**src/hdl/ipf_consts.vh**
```
`ifndef IPF_CONSTS_VH
`define IPF_CONSTS_VH

// field shape
`define IPF_LVL_W          3
`define IPF_LVL_RST        3'h4
`define IPF_NSRC           19
`define IPF_LVL_VEC_W      57
`define IPF_REG_W          16

// register indices; byte address is four times the index
`define IPF_IDX_CAPCOMP1_CALENDAR   10'h0C6
`define IPF_IDX_CRC_SERIAL_CAPCOMP2 10'h0C8
`define IPF_IDX_VOLTAGE_DETECT      10'h0CC
`define IPF_IDX_USB_BUS_COLLISIONS  10'h0D2
`define IPF_IDX_CAPCOMP3_CAPCOMP4   10'h0D6
`define IPF_IDX_LOGIC_CELLS         10'h0D8
`define IPF_IDX_OSC_SELFTUNE        10'h0DC
`define IPF_IDX_CALENDAR_TIMESTAMP  10'h0DE
`define IPF_IDX_DEBUG_PORT          10'h0E2

// field low bit positions inside a register
`define IPF_LSB_14_12      4'hC
`define IPF_LSB_10_8       4'h8
`define IPF_LSB_6_4        4'h4
`define IPF_LSB_2_0        4'h0

// source numbering in the packed level vector
`define IPF_SRC_CAPCOMP1           5'h00
`define IPF_SRC_CALENDAR           5'h01
`define IPF_SRC_CHECKSUM_GEN       5'h02
`define IPF_SRC_SERIAL2_ERROR      5'h03
`define IPF_SRC_SERIAL1_ERROR      5'h04
`define IPF_SRC_CAPCOMP2           5'h05
`define IPF_SRC_VOLTAGE_DETECT     5'h06
`define IPF_SRC_USB_CTRL           5'h07
`define IPF_SRC_TWOWIRE2_COLL      5'h08
`define IPF_SRC_TWOWIRE1_COLL      5'h09
`define IPF_SRC_CAPCOMP4           5'h0A
`define IPF_SRC_CAPCOMP3           5'h0B
`define IPF_SRC_LOGIC_CELL4        5'h0C
`define IPF_SRC_LOGIC_CELL3        5'h0D
`define IPF_SRC_LOGIC_CELL2        5'h0E
`define IPF_SRC_LOGIC_CELL1        5'h0F
`define IPF_SRC_OSC_SELFTUNE       5'h10
`define IPF_SRC_CAL_TIMESTAMP      5'h11
`define IPF_SRC_DEBUG_PORT         5'h12

`endif

```
**src/hdl/ipf_arbiter.v**
```verilog
`timescale 1ns/10ps
`default_nettype none
`include "ipf_consts.vh"

module ipf_arbiter (
  input  wire                       pclk,
  input  wire                       presetn,
  input  wire [`IPF_NSRC-1:0]       pending,
  input  wire [`IPF_LVL_VEC_W-1:0]  levels,
  input  wire [3:0]                 cpu_level,
  output reg                        req_q,
  output reg  [4:0]                 src_q,
  output reg  [`IPF_LVL_W-1:0]      lvl_q
);

  reg  [`IPF_LVL_W-1:0] best_lvl;
  reg  [4:0]            best_src;
  reg                   req_d;
  integer               i;

  // strict compare keeps the lowest-numbered source on a tie;
  // starting from level 0 means a level-0 source is never picked
  always @* begin
    best_lvl = 3'h0;
    best_src = 5'h00;
    for (i = 0; i < `IPF_NSRC; i = i + 1) begin
      if (pending[i] && (levels[i*3 +: 3] > best_lvl)) begin
        best_lvl = levels[i*3 +: 3];
        best_src = i[4:0];
      end
    end
    req_d = ({1'b0, best_lvl} > cpu_level);
  end

  always @(posedge pclk or negedge presetn) begin
    if (!presetn) begin
      req_q <= 1'b0;
      src_q <= 5'h00;
      lvl_q <= 3'h0;
    end else begin
      req_q <= req_d;
      src_q <= req_d ? best_src : 5'h00;
      lvl_q <= req_d ? best_lvl : 3'h0;
    end
  end

endmodule // ipf_arbiter

`default_nettype wire

```
**src/hdl/ipf_top.v**
```verilog
`timescale 1ns/10ps
`default_nettype none
`include "ipf_consts.vh"

// Functional notes
// - three-bit level per source, 7 highest
// - every field resets to level 4
// - reg C6: capcomp1 14:12, calendar 10:8
// - reg C8: crc, serial2, serial1, capcomp2
// - reg CC: voltage detect in 2:0 only
// - reg D2: usb 10:8, twowire2 6:4, twowire1 2:0
// - reg D6: capcomp4 14:12, capcomp3 10:8
// - reg D8: logic cells 4..1, high to low
// - reg DC: oscillator self-tune in 10:8 only
// - reg DE: calendar timestamp in 10:8 only
// - reg E2: debug port in 6:4 only
// - request only when level exceeds cpu level
module ipf_top (
  input  wire                   pclk,
  input  wire                   presetn,
  input  wire                   psel,
  input  wire                   penable,
  input  wire                   pwrite,
  input  wire [11:0]            paddr,
  input  wire [31:0]            pwdata,
  input  wire [3:0]             pstrb,
  output reg  [31:0]            prdata,
  output reg                    pready,
  output reg                    pslverr,
  input  wire [`IPF_NSRC-1:0]   src_pending,
  input  wire [3:0]             cpu_level,
  output wire                   irq_req,
  output wire [4:0]             irq_src,
  output wire [2:0]             irq_level,
  output wire [2:0]             capcomp1_level,
  output wire [2:0]             calendar_level,
  output wire [2:0]             checksum_gen_level,
  output wire [2:0]             serial2_error_level,
  output wire [2:0]             serial1_error_level,
  output wire [2:0]             capcomp2_level,
  output wire [2:0]             voltage_detect_level,
  output wire [2:0]             usb_ctrl_level,
  output wire [2:0]             twowire2_collision_level,
  output wire [2:0]             twowire1_collision_level,
  output wire [2:0]             capcomp4_level,
  output wire [2:0]             capcomp3_level,
  output wire [2:0]             logic_cell4_level,
  output wire [2:0]             logic_cell3_level,
  output wire [2:0]             logic_cell2_level,
  output wire [2:0]             logic_cell1_level,
  output wire [2:0]             osc_selftune_level,
  output wire [2:0]             calendar_timestamp_level,
  output wire [2:0]             debug_port_level
);

  // ------------------------------------------------------------------
  // field map: which register and which bit position hold each source
  // ------------------------------------------------------------------
  function [9:0] field_reg;
    input [4:0] s;
    begin
      case (s)
        `IPF_SRC_CAPCOMP1,
        `IPF_SRC_CALENDAR:       field_reg = `IPF_IDX_CAPCOMP1_CALENDAR;
        `IPF_SRC_CHECKSUM_GEN,
        `IPF_SRC_SERIAL2_ERROR,
        `IPF_SRC_SERIAL1_ERROR,
        `IPF_SRC_CAPCOMP2:       field_reg = `IPF_IDX_CRC_SERIAL_CAPCOMP2;
        `IPF_SRC_VOLTAGE_DETECT: field_reg = `IPF_IDX_VOLTAGE_DETECT;
        `IPF_SRC_USB_CTRL,
        `IPF_SRC_TWOWIRE2_COLL,
        `IPF_SRC_TWOWIRE1_COLL:  field_reg = `IPF_IDX_USB_BUS_COLLISIONS;
        `IPF_SRC_CAPCOMP4,
        `IPF_SRC_CAPCOMP3:       field_reg = `IPF_IDX_CAPCOMP3_CAPCOMP4;
        `IPF_SRC_LOGIC_CELL4,
        `IPF_SRC_LOGIC_CELL3,
        `IPF_SRC_LOGIC_CELL2,
        `IPF_SRC_LOGIC_CELL1:    field_reg = `IPF_IDX_LOGIC_CELLS;
        `IPF_SRC_OSC_SELFTUNE:   field_reg = `IPF_IDX_OSC_SELFTUNE;
        `IPF_SRC_CAL_TIMESTAMP:  field_reg = `IPF_IDX_CALENDAR_TIMESTAMP;
        `IPF_SRC_DEBUG_PORT:     field_reg = `IPF_IDX_DEBUG_PORT;
        default:                 field_reg = 10'h3FF;
      endcase
    end
  endfunction

  function [3:0] field_lsb;
    input [4:0] s;
    begin
      case (s)
        `IPF_SRC_CAPCOMP1,
        `IPF_SRC_CHECKSUM_GEN,
        `IPF_SRC_CAPCOMP4,
        `IPF_SRC_LOGIC_CELL4:    field_lsb = `IPF_LSB_14_12;
        `IPF_SRC_CALENDAR,
        `IPF_SRC_SERIAL2_ERROR,
        `IPF_SRC_USB_CTRL,
        `IPF_SRC_CAPCOMP3,
        `IPF_SRC_LOGIC_CELL3,
        `IPF_SRC_OSC_SELFTUNE,
        `IPF_SRC_CAL_TIMESTAMP:  field_lsb = `IPF_LSB_10_8;
        `IPF_SRC_SERIAL1_ERROR,
        `IPF_SRC_TWOWIRE2_COLL,
        `IPF_SRC_LOGIC_CELL2,
        `IPF_SRC_DEBUG_PORT:     field_lsb = `IPF_LSB_6_4;
        default:                 field_lsb = `IPF_LSB_2_0;
      endcase
    end
  endfunction

  // an index belongs to the block when some field lives there
  function reg_mapped;
    input [9:0] idx;
    begin
      case (idx)
        `IPF_IDX_CAPCOMP1_CALENDAR,
        `IPF_IDX_CRC_SERIAL_CAPCOMP2,
        `IPF_IDX_VOLTAGE_DETECT,
        `IPF_IDX_USB_BUS_COLLISIONS,
        `IPF_IDX_CAPCOMP3_CAPCOMP4,
        `IPF_IDX_LOGIC_CELLS,
        `IPF_IDX_OSC_SELFTUNE,
        `IPF_IDX_CALENDAR_TIMESTAMP,
        `IPF_IDX_DEBUG_PORT:     reg_mapped = 1'b1;
        default:                 reg_mapped = 1'b0;
      endcase
    end
  endfunction

  // ------------------------------------------------------------------
  // state
  // ------------------------------------------------------------------
  reg  [`IPF_LVL_VEC_W-1:0] lvl_q;
  reg  [`IPF_LVL_VEC_W-1:0] lvl_d;
  reg  [`IPF_REG_W-1:0]     rd_word;
  reg  [31:0]               prdata_d;
  reg                       pready_d;
  reg                       pslverr_d;
  wire [9:0]                reg_idx;
  wire                      addr_ok;
  wire                      setup_ph;
  wire                      wr_fire;
  integer                   i;

  assign reg_idx  = paddr[11:2];
  assign addr_ok  = (paddr[1:0] == 2'h0) && reg_mapped(reg_idx);
  assign setup_ph = psel && !penable;
  // a write lands only at the completing access edge
  assign wr_fire  = psel && penable && pready && pwrite && addr_ok;

  // ------------------------------------------------------------------
  // field write path
  // ------------------------------------------------------------------
  // each field sits wholly in one byte lane, so its strobe alone gates it;
  // bits outside any field have no storage, hence writes there vanish
  always @* begin
    lvl_d = lvl_q;
    if (wr_fire) begin
      case (reg_idx)
        `IPF_IDX_CAPCOMP1_CALENDAR: begin
          if (pstrb[1]) begin
            lvl_d[`IPF_SRC_CAPCOMP1*3 +: 3]      = pwdata[`IPF_LSB_14_12 +: 3];
            lvl_d[`IPF_SRC_CALENDAR*3 +: 3]      = pwdata[`IPF_LSB_10_8 +: 3];
          end
        end
        `IPF_IDX_CRC_SERIAL_CAPCOMP2: begin
          if (pstrb[1]) begin
            lvl_d[`IPF_SRC_CHECKSUM_GEN*3 +: 3]  = pwdata[`IPF_LSB_14_12 +: 3];
            lvl_d[`IPF_SRC_SERIAL2_ERROR*3 +: 3] = pwdata[`IPF_LSB_10_8 +: 3];
          end
          if (pstrb[0]) begin
            lvl_d[`IPF_SRC_SERIAL1_ERROR*3 +: 3] = pwdata[`IPF_LSB_6_4 +: 3];
            lvl_d[`IPF_SRC_CAPCOMP2*3 +: 3]      = pwdata[`IPF_LSB_2_0 +: 3];
          end
        end
        `IPF_IDX_VOLTAGE_DETECT: begin
          if (pstrb[0]) begin
            lvl_d[`IPF_SRC_VOLTAGE_DETECT*3 +: 3] = pwdata[`IPF_LSB_2_0 +: 3];
          end
        end
        `IPF_IDX_USB_BUS_COLLISIONS: begin
          if (pstrb[1]) begin
            lvl_d[`IPF_SRC_USB_CTRL*3 +: 3]      = pwdata[`IPF_LSB_10_8 +: 3];
          end
          if (pstrb[0]) begin
            lvl_d[`IPF_SRC_TWOWIRE2_COLL*3 +: 3] = pwdata[`IPF_LSB_6_4 +: 3];
            lvl_d[`IPF_SRC_TWOWIRE1_COLL*3 +: 3] = pwdata[`IPF_LSB_2_0 +: 3];
          end
        end
        `IPF_IDX_CAPCOMP3_CAPCOMP4: begin
          if (pstrb[1]) begin
            lvl_d[`IPF_SRC_CAPCOMP4*3 +: 3]      = pwdata[`IPF_LSB_14_12 +: 3];
            lvl_d[`IPF_SRC_CAPCOMP3*3 +: 3]      = pwdata[`IPF_LSB_10_8 +: 3];
          end
        end
        `IPF_IDX_LOGIC_CELLS: begin
          if (pstrb[1]) begin
            lvl_d[`IPF_SRC_LOGIC_CELL4*3 +: 3]   = pwdata[`IPF_LSB_14_12 +: 3];
            lvl_d[`IPF_SRC_LOGIC_CELL3*3 +: 3]   = pwdata[`IPF_LSB_10_8 +: 3];
          end
          if (pstrb[0]) begin
            lvl_d[`IPF_SRC_LOGIC_CELL2*3 +: 3]   = pwdata[`IPF_LSB_6_4 +: 3];
            lvl_d[`IPF_SRC_LOGIC_CELL1*3 +: 3]   = pwdata[`IPF_LSB_2_0 +: 3];
          end
        end
        `IPF_IDX_OSC_SELFTUNE: begin
          if (pstrb[1]) begin
            lvl_d[`IPF_SRC_OSC_SELFTUNE*3 +: 3]  = pwdata[`IPF_LSB_10_8 +: 3];
          end
        end
        `IPF_IDX_CALENDAR_TIMESTAMP: begin
          if (pstrb[1]) begin
            lvl_d[`IPF_SRC_CAL_TIMESTAMP*3 +: 3] = pwdata[`IPF_LSB_10_8 +: 3];
          end
        end
        `IPF_IDX_DEBUG_PORT: begin
          if (pstrb[0]) begin
            lvl_d[`IPF_SRC_DEBUG_PORT*3 +: 3]    = pwdata[`IPF_LSB_6_4 +: 3];
          end
        end
        default: lvl_d = lvl_q;
      endcase
    end
  end

  always @(posedge pclk or negedge presetn) begin
    if (!presetn) begin
      lvl_q <= {`IPF_NSRC{`IPF_LVL_RST}};
    end else begin
      lvl_q <= lvl_d;
    end
  end

  // ------------------------------------------------------------------
  // read path and bus answer
  // ------------------------------------------------------------------
  // read data is captured in the setup cycle so that prdata is a flop;
  // pready is then high in the first access cycle, so no transfer has a wait state
  always @* begin
    rd_word = 16'h0000;
    for (i = 0; i < `IPF_NSRC; i = i + 1) begin
      if (field_reg(i[4:0]) == reg_idx) begin
        rd_word[field_lsb(i[4:0]) +: 3] = lvl_q[i*3 +: 3];
      end
    end
    pready_d  = setup_ph;
    pslverr_d = setup_ph && !addr_ok;
    if (setup_ph && !pwrite && addr_ok) begin
      prdata_d = {16'h0000, rd_word};
    end else if (setup_ph) begin
      prdata_d = 32'h0000_0000;
    end else begin
      prdata_d = prdata;
    end
  end

  always @(posedge pclk or negedge presetn) begin
    if (!presetn) begin
      prdata  <= 32'h0000_0000;
      pready  <= 1'b0;
      pslverr <= 1'b0;
    end else begin
      prdata  <= prdata_d;
      pready  <= pready_d;
      pslverr <= pslverr_d;
    end
  end

  // ------------------------------------------------------------------
  // level outputs, straight from the field flops
  // ------------------------------------------------------------------
  assign capcomp1_level           = lvl_q[`IPF_SRC_CAPCOMP1*3 +: 3];
  assign calendar_level           = lvl_q[`IPF_SRC_CALENDAR*3 +: 3];
  assign checksum_gen_level       = lvl_q[`IPF_SRC_CHECKSUM_GEN*3 +: 3];
  assign serial2_error_level      = lvl_q[`IPF_SRC_SERIAL2_ERROR*3 +: 3];
  assign serial1_error_level      = lvl_q[`IPF_SRC_SERIAL1_ERROR*3 +: 3];
  assign capcomp2_level           = lvl_q[`IPF_SRC_CAPCOMP2*3 +: 3];
  assign voltage_detect_level     = lvl_q[`IPF_SRC_VOLTAGE_DETECT*3 +: 3];
  assign usb_ctrl_level           = lvl_q[`IPF_SRC_USB_CTRL*3 +: 3];
  assign twowire2_collision_level = lvl_q[`IPF_SRC_TWOWIRE2_COLL*3 +: 3];
  assign twowire1_collision_level = lvl_q[`IPF_SRC_TWOWIRE1_COLL*3 +: 3];
  assign capcomp4_level           = lvl_q[`IPF_SRC_CAPCOMP4*3 +: 3];
  assign capcomp3_level           = lvl_q[`IPF_SRC_CAPCOMP3*3 +: 3];
  assign logic_cell4_level        = lvl_q[`IPF_SRC_LOGIC_CELL4*3 +: 3];
  assign logic_cell3_level        = lvl_q[`IPF_SRC_LOGIC_CELL3*3 +: 3];
  assign logic_cell2_level        = lvl_q[`IPF_SRC_LOGIC_CELL2*3 +: 3];
  assign logic_cell1_level        = lvl_q[`IPF_SRC_LOGIC_CELL1*3 +: 3];
  assign osc_selftune_level       = lvl_q[`IPF_SRC_OSC_SELFTUNE*3 +: 3];
  assign calendar_timestamp_level = lvl_q[`IPF_SRC_CAL_TIMESTAMP*3 +: 3];
  assign debug_port_level         = lvl_q[`IPF_SRC_DEBUG_PORT*3 +: 3];

  // ------------------------------------------------------------------
  // comparison against the processor level
  // ------------------------------------------------------------------
  // pending and cpu_level come from logic on pclk, so no synchroniser
  ipf_arbiter u_arb (
    .pclk      (pclk),
    .presetn   (presetn),
    .pending   (src_pending),
    .levels    (lvl_q),
    .cpu_level (cpu_level),
    .req_q     (irq_req),
    .src_q     (irq_src),
    .lvl_q     (irq_level)
  );

endmodule // ipf_top

`default_nettype wire

```
**config.mk**
```make
export PLATFORM = sky130hd
export DESIGN_NAME = ipf_top
export DESIGN_NICKNAME = d
export VERILOG_FILES = /design/src/hdl/ipf_arbiter.v /design/src/hdl/ipf_top.v
export VERILOG_INCLUDE_DIRS = /design/src /design/src/hdl
export SDC_FILE = /design/constraint.sdc
export NUM_CORES = 1
export LEC_CHECK = 0
export BUFFER_PORTS_ARGS = -buffer_cell sky130_fd_sc_hd__buf_2
export CORE_MARGIN = 5
export CORE_UTILIZATION = 46
export CTS_CLUSTER_SIZE = 16
export DETAILED_ROUTE_END_ITERATION = 8
export PLACE_DENSITY = 0.72
export SETUP_SLACK_MARGIN = 0.1
export SYNTH_ARGS = -nofsm -noshare
export SYNTH_HDL_FRONTEND = slang
export SYNTH_SLANG_ARGS = --single-unit
export TNS_END_PERCENT = 10
```
**constraint.sdc**
```tcl
create_clock -name pclk -period 47.7 [get_ports pclk]
set_clock_uncertainty 0.15 [all_clocks]
set_input_delay 4.77 -clock pclk [delete_from_list [all_inputs] [get_ports pclk]]
set_output_delay 4.77 -clock pclk [all_outputs]
set_load 0.005 [all_outputs]
```
# After elaboration in Yosys (flattened, before gate mapping)
# Cells that the tools add are included.
dict set report totals {
  input_bits 76
  ff_bits 100
}
dict set report op_classes {
  magnitude_cmp 20
  n_reduce_logical 46
  n_eq_ne 18
  shifts 38
  n_mux 98
  bitwise_logic 1
  addsub 19
}
# op n
set ops {}
lappend ops {{16-bit two-way mux} 19}
lappend ops {{3-bit by 6-bit variable shift with 16-bit output, first input constant} 19}
lappend ops {{3-bit by 6-bit indexed part select with 16-bit output} 19}
lappend ops {{16-bit bitwise mux} 18}
lappend ops {{4-bit negation with 6-bit output} 19}
lappend ops {{4-bit two-way mux} 27}
lappend ops {{10-bit by 8-bit equality test with 1-bit output, second input constant} 9}
lappend ops {{8-bit by 10-bit equality test with 1-bit output, first input constant} 9}
lappend ops {{3-bit two-way mux} 24}
lappend ops {{32-bit two-way mux} 2}
lappend ops {{3-bit > comparator} 18}
lappend ops {{3-bit AND reduction} 12}
lappend ops {{1-bit logical AND} 28}
lappend ops {{5-bit two-way mux} 4}
lappend ops {{16-bit AND} 1}
lappend ops {{9-bit OR reduction} 1}
lappend ops {{3-bit by 4-bit > comparator with 1-bit output} 1}
lappend ops {{2-bit two-way mux} 2}
lappend ops {{3-bit by 1-bit > comparator with 1-bit output, second input constant} 1}
lappend ops {{1-bit zero test} 3}
lappend ops {{2-bit zero test} 1}
lappend ops {{1-bit two-way mux} 2}
lappend ops {{2-bit nonzero test} 1}

# Logic depth before layout (Yosys ltp)
# Gate-level depths: netlist of run 1.
dict set report depth {
  word_depth 59
  depth_mapped 130
  depth_no_buf 130
}

# By module
# A second synthesis of run 1 with hierarchy kept.
dict set report unflattened {
  hier_cells 743
  hier_area_um2 6720.2
}
# module area_per_inst_um2 instances seq_area_each_um2 cells_per_inst
set by_module_without_submodules {}
lappend by_module_without_submodules {ipf_top 3661.0 1 1800.5 306}
lappend by_module_without_submodules {ipf_arbiter 3059.2 1 225.2 437}

# Worst setup path after synthesis of run 1
# OpenSTA, ideal clock, no wires.
dict set report synth_timing {
  path_kind {input port to flip-flop}
  from {in src_pending[0]}
  to {reg u_arb.lvl_q[0]}
  setup_ns 0.118
  n_path_buf 0
  t_required_ns 47.432
  arrival_time_ns 28.223
  cell_stages 125
  slack_ns 19.209
  path_cell_list {and2_1 inv_1 ha_1 nor2_1 a31o_2 nor2_4 mux2_2 ha_1 nor2_1 o311a_2 o221ai_1 mux2_2 ha_1 nor2_1 and3_1 a41oi_1 o22ai_1 mux2_2 [89 not listed] nand2b_1 nand3_1 nor3b_1 a211o_2 ha_1 nand3_1 nand2_1 a21oi_1 inv_1 nor2_1 a21oi_2 ha_1 nor2b_1 o21ai_0 inv_1 o21ai_0 nor2_1 a21o_1}
}
dict set report synth_between {
  elab_chain_len 58
}
# element line
set synth_rtl {}
lappend synth_rtl {{from (decl)} ipf_top.v:30} ;# input wire [`IPF_NSRC-1:0] src_pending,
lappend synth_rtl {{1-bit logical AND (*)} ipf_arbiter.v:27} ;# if (pending[i] && (levels[i*3 +: 3] > best_lvl)) begin
lappend synth_rtl {{3-bit two-way mux (*)} ipf_arbiter.v:27}
lappend synth_rtl {{3-bit > comparator} ipf_arbiter.v:27}
lappend synth_rtl {{1-bit logical AND} ipf_arbiter.v:27}
lappend synth_rtl {{3-bit two-way mux (*)} ipf_arbiter.v:27}
lappend synth_rtl {{3-bit > comparator} ipf_arbiter.v:27}
lappend synth_rtl {{1-bit logical AND} ipf_arbiter.v:27}
lappend synth_rtl {{3-bit two-way mux (*)} ipf_arbiter.v:27}
lappend synth_rtl {{[42 not listed]} --}
lappend synth_rtl {{3-bit > comparator} ipf_arbiter.v:27}
lappend synth_rtl {{1-bit logical AND} ipf_arbiter.v:27}
lappend synth_rtl {{3-bit two-way mux (*)} ipf_arbiter.v:27}
lappend synth_rtl {{3-bit > comparator} ipf_arbiter.v:27}
lappend synth_rtl {{1-bit logical AND} ipf_arbiter.v:27}
lappend synth_rtl {{3-bit two-way mux (*)} ipf_arbiter.v:27}
lappend synth_rtl {{3-bit by 4-bit > comparator with 1-bit output} ipf_arbiter.v:32} ;# req_d = ({1'b0, best_lvl} > cpu_level);
lappend synth_rtl {{3-bit two-way mux (*)} ipf_arbiter.v:43} ;# lvl_q <= req_d ? best_lvl : 3'h0;
lappend synth_rtl {{to (signal assigned)} ipf_arbiter.v:43}
lappend synth_rtl {{to (decl)} ipf_arbiter.v:13} ;# output reg [`IPF_LVL_W-1:0] lvl_q
# Mark *: on every way between the ends. The rest lies on a longest branch, timed or not.
# A chain may end at the register's enable or synchronous reset.

# Worst setup path after layout of run 1
# Ends and elaborated chain as after synthesis.

==> impl_metrics.toml, run 1 <==
[timing]
worstMarginPinSlew_ns = 1.08
rsz0062_at_grt = "no"
fmaxAchievable_ghz = 0.0319
period_minus_slack_ns = 31.34
timing.final.crit_share_pct = 65.7
setup_violations = 0
drv_slew = 0
slew_headroom_pct = 27.1
setup_tns_ns = 0
finalHoldViolCount = 0

[place]
place_inst = 1010
gp_congestion = 0.944
placed_area_sq_um = 7100
place.port_buffers = 133
hpwl_um = 15300

[yosys]
synth_adder_area_share_pct = 6.31
synth_compound_area_share_pct = 23.5
synth_edf_count = 0
synth_top_area_share_pct = 24.1
synth_top_family_by_area = "compound AO/OA/AOI/OAI gates"
synth-main-ff-cell = "dfrtp_1"
yosysTopAreaCell = "dfrtp_1"
ys_seq_area_share_pct = 32.0
synth_xor_area_share_pct = 0
synth_area_sq_um = 6320
synth_simple_gate_area_share_pct = 20.1
async_flop_share_pct = 100
yosysUniqueCellTypes = 87
synth.area.mux_share_pct = 12.3
synth_commonest_cells = "nand2_1 (81), mux2_2 (62), dfrtp_1 (61)"
ys_ff_latch = 80
yosysWarnings = 0
synth.avg_cell_area_sq_um = 8.87
synth_area_leaders = "dfrtp_1 (24%), mux2_2 (11%), dfstp_2 (7.9%), ha_1 (5.3%), nand2_1 (4.8%)"
yosysMostFrequentCell = "nand2_1"
syn_inst = 713

[grt]
grt_pass1_wl_um = 31500
overflow = 0
antenna_found_initial = 0
track_usage_pct = 24.3
grt_pass1_vias = 5901
grt_max_degree = 81

[routing]
routed_wirelength_um = 19700
drc_errors = 0
wl_per_cell_um = 19.2
ant_nets = 0
dr.pass1.iters = 5
drt_iter0_markers = 628
vias_per_cell = 6.06
vias = 6210

[cells_and_area]
n_antenna_cell = 0
drive_above_1_share_pct = 31.7
nets = 948
stdcell_area_sq_um = 7390
fin_cells = 1025
area_delta_synth_final_pct = 16.9

[worst_setup_path]
worstPathBufferInverterCount = 8
required_ns = 47.79
path_max_fanout = 8
cp_slowest_cell = "o41ai_1"
critPathTopFamily = "simple AND/OR/NAND/NOR gates"
startpoint_type = "input port"
worst-setup-path-type = "input port to register"
critPathCaptureType = "register"
arrival_ns = 31.42
critPathMaxStageDelay_ns = 0.57

[die]
die_width_um = 127
dieHeight_um = 127
core-area_sq_um = 13300
die_area_sq_um = 16200
pin_count = 176
initial_utilization_pct = 47.4
rows = 42

[clock_tree]
clock_sinks = 80
tritoncts = "done"
cts.htree.levels = 3
post_cts_resized = 0
cts_root_buffer = "clkbuf_16"
cts_setup_buffers = 0
holdBufCountCts = 0
cts_made_buffers = 9
ctsLongestPathBuffers = 2
clk_latency_ns = 0.35
path_clk_slew_ns = 0.06

[pwr]
ir_drop_v = 0.0000227
leakagePower_nw = 3.69
power_density_nw_per_um2 = 21.1

[run_status]
status = "finished clean"

[worst_hold_path]
hold_class = "register to register"

[job]
cap_violations = 0
[path summary, 6_finish.rpt]
| kind | from | endpoint | slack [ns] | cells after the start |
|---|---|---|---|---|
| worst max-delay path | src_pending[0] | u_arb.lvl_q[0]$_DFF_PN0_ | 16.36 | 126 |
| worst min-delay path | prdata[5]$_DFFE_PN0P_ | prdata[5]$_DFFE_PN0P_ | 0.35 | 1 |
| worst max register to register | lvl_q[2]$_DFFE_PN1P_ | u_arb.lvl_q[0]$_DFF_PN0_ | 20.29 | 125 |
| worst min register to register | prdata[5]$_DFFE_PN0P_ | prdata[5]$_DFFE_PN0P_ | 0.35 | 1 |
| max in group asynchronous | presetn | lvl_q[33]$_DFFE_PN0P_ | 42.31 | 1 |
| min in group asynchronous | presetn | u_arb.lvl_q[1]$_DFF_PN0_ | 4.46 | 1 |
[layout by cell type (no fill, tap or decap), types with 4 or more instances in the layout]
cell	n
a21boi_0	7
a21o_1	5
a21oi_1	35
a221o_1	4
a221oi_1	5
a222oi_1	7
a22o_1	16
a22oi_1	5
a31oi_1	8
and2_1	16
and3_1	7
buf_2	132
buf_4	5
clkbuf_16	9
conb_1	20
dfrtp_1	61
dfstp_2	19
ha_1	27
inv_1	40
maj3_1	5
mux2_2	62
mux2i_1	5
nand2_1	81
nand2b_1	7
nand3_1	22
nand3b_1	4
nor2_1	54
nor2b_1	6
nor3_1	17
nor3b_1	4
nor4_1	8
o21a_1	8
o21ai_0	32
o21ai_1	6
o31ai_1	5
or2_2	10
or3_1	5
[flip-flops by register name, indices dropped and copies added, names as in the netlist]
| register | count |
|---|---|
| lvl_q | 57 |
| u_arb.src_q | 5 |
| pready | 1 |
| u_arb.lvl_q | 3 |
| pslverr | 1 |
| prdata | 12 |
| u_arb.req_q | 1 |
[stage by stage]
step,hold slack [ns],utilization [%],worst slack [ns],total power [mW]
after global placement,0.345,53.2,16.59,0.0887
after global routing,0.381,55.4,14.10,0.162
after detailed placement,0.345,53.2,16.23,0.0890
after floorplan,0.348,-,19.21,0.0819
final,0.355,55.4,16.36,0.156
after CTS,0.358,55.4,16.55,0.157
[cell families after synthesis]
group | after synthesis
adder cells (fa/ha/maj) | 33
AO/OA/AOI/OAI | 198
buffers and inverters | 75
flip-flops | 80
AND/OR/NAND/NOR | 257
other | 1
multiplexers | 69
[layout make-up]
type / instances / area [sq um]
multi-input combinational: 577 / 4010
fill: 1293 / 5960
sequential: 80 / 2030
clock buffer: 10 / 229
clock inverter: 5 / 58.8
tap: 176 / 220
timing repair buffer: 137 / 698
inverter: 40 / 150
[power breakdown]
part           internal [mW]  total, mW  leakage (nW)  switching [mW]
sequential            0.0686     0.0687          1.03        0.000155
clock                 0.0402     0.0681         0.135          0.0279
combinational        0.00748     0.0192          2.52          0.0117
[layer usage]
layer  up-vias  share of wire, %  global-route usage, %
met4         0               2.6                   8.08
li1       2902                 -                      -
met5         -                 0                      0
met2       287                45                   37.5
met3        37               7.8                   5.05
met1      2984                45                   34.1
No activity file was read; power rests on OpenSTA's default activity.
==> inputs of run 2 (changes only) <==
Settings changed: PLACE_DENSITY 0.72 to 0.74.
Clock period 47.7 ns to 27.6 ns, I/O delays scaled along.
==> run 2 against run 1 <==
  * Hold slack improved by 0.0049 ns
  * Largest power group is now clock
  * Flip-flop and latch count unchanged
  * Highest routed layer unchanged
  * Sequential power grew 73%
  * Sequential share of layout area decreased by 2.1 points
  * Largest cell class unchanged
  * Clock-buffer cell count rose by 1
  * Power increased by 79%
==> impl_metrics.toml, run 2 (synthesis results as in run 1) <==
[grt]
grt_pass1_vias = 5869
grt_pass1_wl_um = 30800
antenna_found_initial = 0
grt_max_degree = 81
track_usage_pct = 23.9
overflow = 0

[cells_and_area]
area_delta_synth_final_pct = 26.8
drive_above_1_share_pct = 39.9
largest_register_ff_count = 57
final_common_cell = "buf_2"
max_flop_register = "lvl_q"
nets = 993
largestRegisters = "lvl_q (57), prdata (12), u_arb.src_q (5)"
final_cell_mix = "buf_2 (132), nand2_1 (80), dfrtp_1 (61), mux2_2 (59), buf_4 (50)"
n_antenna_cell = 0
fill_cells = 1237
final_util_pct = 60.0

[worst_setup_path]
r2r_setup_slack_ns = 3.26
arrival_ns = 26.34
critPathLaunch = "src_pending[0]"
required_ns = 27.68
path_max_fanout = 6
cp_slowest_cell = "or4_4"
reg2reg_from = "lvl_q[2]$_DFFE_PN1P_"
worst-setup-path-type = "input port to register"
critPathCaptureType = "register"
cp_common_cell = "ha_1"
critPathMaxStageDelay_ns = 0.45
startpoint_type = "input port"

[job]
cap_violations = 0

[routing]
vias_per_cell = 6.00
wl_per_cell_um = 18.9
vias = 6426
routed_wirelength_um = 20200
dr.pass1.iters = 5
drt_iter0_markers = 615
drc_errors = 0
ant_nets = 0

[die]
rows = 42
initial_utilization_pct = 47.4
die_area_sq_um = 16200
dieHeight_um = 127
core-area_sq_um = 13300
die_width_um = 127
pin_count = 176

[timing]
finalHoldViolCount = 0
slew_headroom_pct = 28.0
timing.final.crit_share_pct = 95.1
setup_violations = 0
fmaxAchievable_ghz = 0.0381
period_minus_slack_ns = 26.25
drv_slew = 0
holdWs_ns = 0.360
worstMarginPinSlew_ns = 1.07

[pwr]
p_sw_uw = 71.1
leakagePower_nw = 3.92
power.share.switching_pct = 25.4
p_clk_share_pct = 43.0
ir_drop_v = 0.0000417
power_density_nw_per_um2 = 35.0
p_int_uw = 209
pwr-share-comb_pct = 14.6
p_total_uw = 280
pwr-share-seq_pct = 42.4

[run_status]
status = "finished clean"

[clock_tree]
ctsLongestPathBuffers = 2
tritoncts = "done"
cts_made_buffers = 9
clk_latency_ns = 0.35
cts_root_buffer = "clkbuf_16"
clock_sinks = 80
path_clk_slew_ns = 0.06
cts.htree.levels = 3

[place]
hpwl_um = 15500
gp_congestion = 0.912
place.port_buffers = 133

[worst_hold_path]
min-delay-start = "prdata[6]$_DFFE_PN0P_"
hold_class = "register to register"
## run 2: changes by cell type in the layout (fill, tap and decap cells not counted), sizes merged
| cell | delta |
|---|---|
| buf | +45 |
| clkbuf | +1 |
| clkinv | -1 |
| clkinvlp | +1 |
## run 2: repair_timing
item / 4_1_cts / 5_1_grt
hold buffers: 0 / 0
endpoints found under the setup margin: 0 / 9
resized for setup: 0 / 54
setup buffers: 0 / 7
## run 2: layout make-up
class / count / area [sq um] / area share [%]
inverter: 40 / 150 / 1.87
multi-input combinational: 577 / 4280 / 53.4
clock inverter: 5 / 57.6 / 0.718
tap: 176 / 220 / 2.75
timing repair buffer: 182 / 1040 / 12.9
clock buffer: 11 / 243 / 3.03
sequential: 80 / 2030 / 25.3
## run 2: through the flow
step	cells	setup TNS [ns]	area, sq um	worst slack (ns)
final	1071	0	8020	1.35
after detailed placement	1048	0	7390	0.0647
after global placement	1048	0	7390	0.348
after floorplan	732	0	6390	1.12
after global routing	1071	-0.953	8020	-0.135
after CTS	1064	0	7690	0.319
## run 2: path summary, 6_finish.rpt
check	endpoint	cells past startpoint
min in group asynchronous	u_arb.lvl_q[1]$_DFF_PN0_	1
setup reg to reg	u_arb.lvl_q[0]$_DFF_PN0_	127
max in group asynchronous	lvl_q[22]$_DFFE_PN0P_	1
hold / removal	prdata[6]$_DFFE_PN0P_	1
setup / recovery	u_arb.lvl_q[0]$_DFF_PN0_	127
hold reg to reg	prdata[6]$_DFFE_PN0P_	1
## run 2: worst max-delay path, delay by kind of cell
kind / cells / cell delay [ns]
muxes: 10 / 3.16
AOI/OAI and AO/OA: 34 / 5.84
adders and majority gates: 25 / 7.10
and+or+nand+nor: 48 / 6.43
buffers and inverters: 10 / 1.01
## run 2: power groups by stage
stage / logic [mW] / clock network [mW] / registers (mW)
3_3_place_gp: 0.0364 / 0 / 0.121
5_1_grt: 0.0453 / 0.127 / 0.119
4_1_cts: 0.0375 / 0.122 / 0.119
2_1_floorplan: 0.0205 / 0 / 0.121
6_report: 0.0408 / 0.121 / 0.119
3_5_place_dp: 0.0371 / 0 / 0.121
## run 2: routing by layer
metal | vias to the layer above | part of all wire (%) | track usage [%] | routed length (um)
met1 | 3094 | 42 | 33.0 | 8570
met4 | 0 | 2.9 | 8.90 | 588
li1 | 2973 | - | - | -
met3 | 55 | 8.3 | 4.42 | 1690
met2 | 304 | 46 | 37.4 | 9350
met5 | - | 0 | 0 | 0
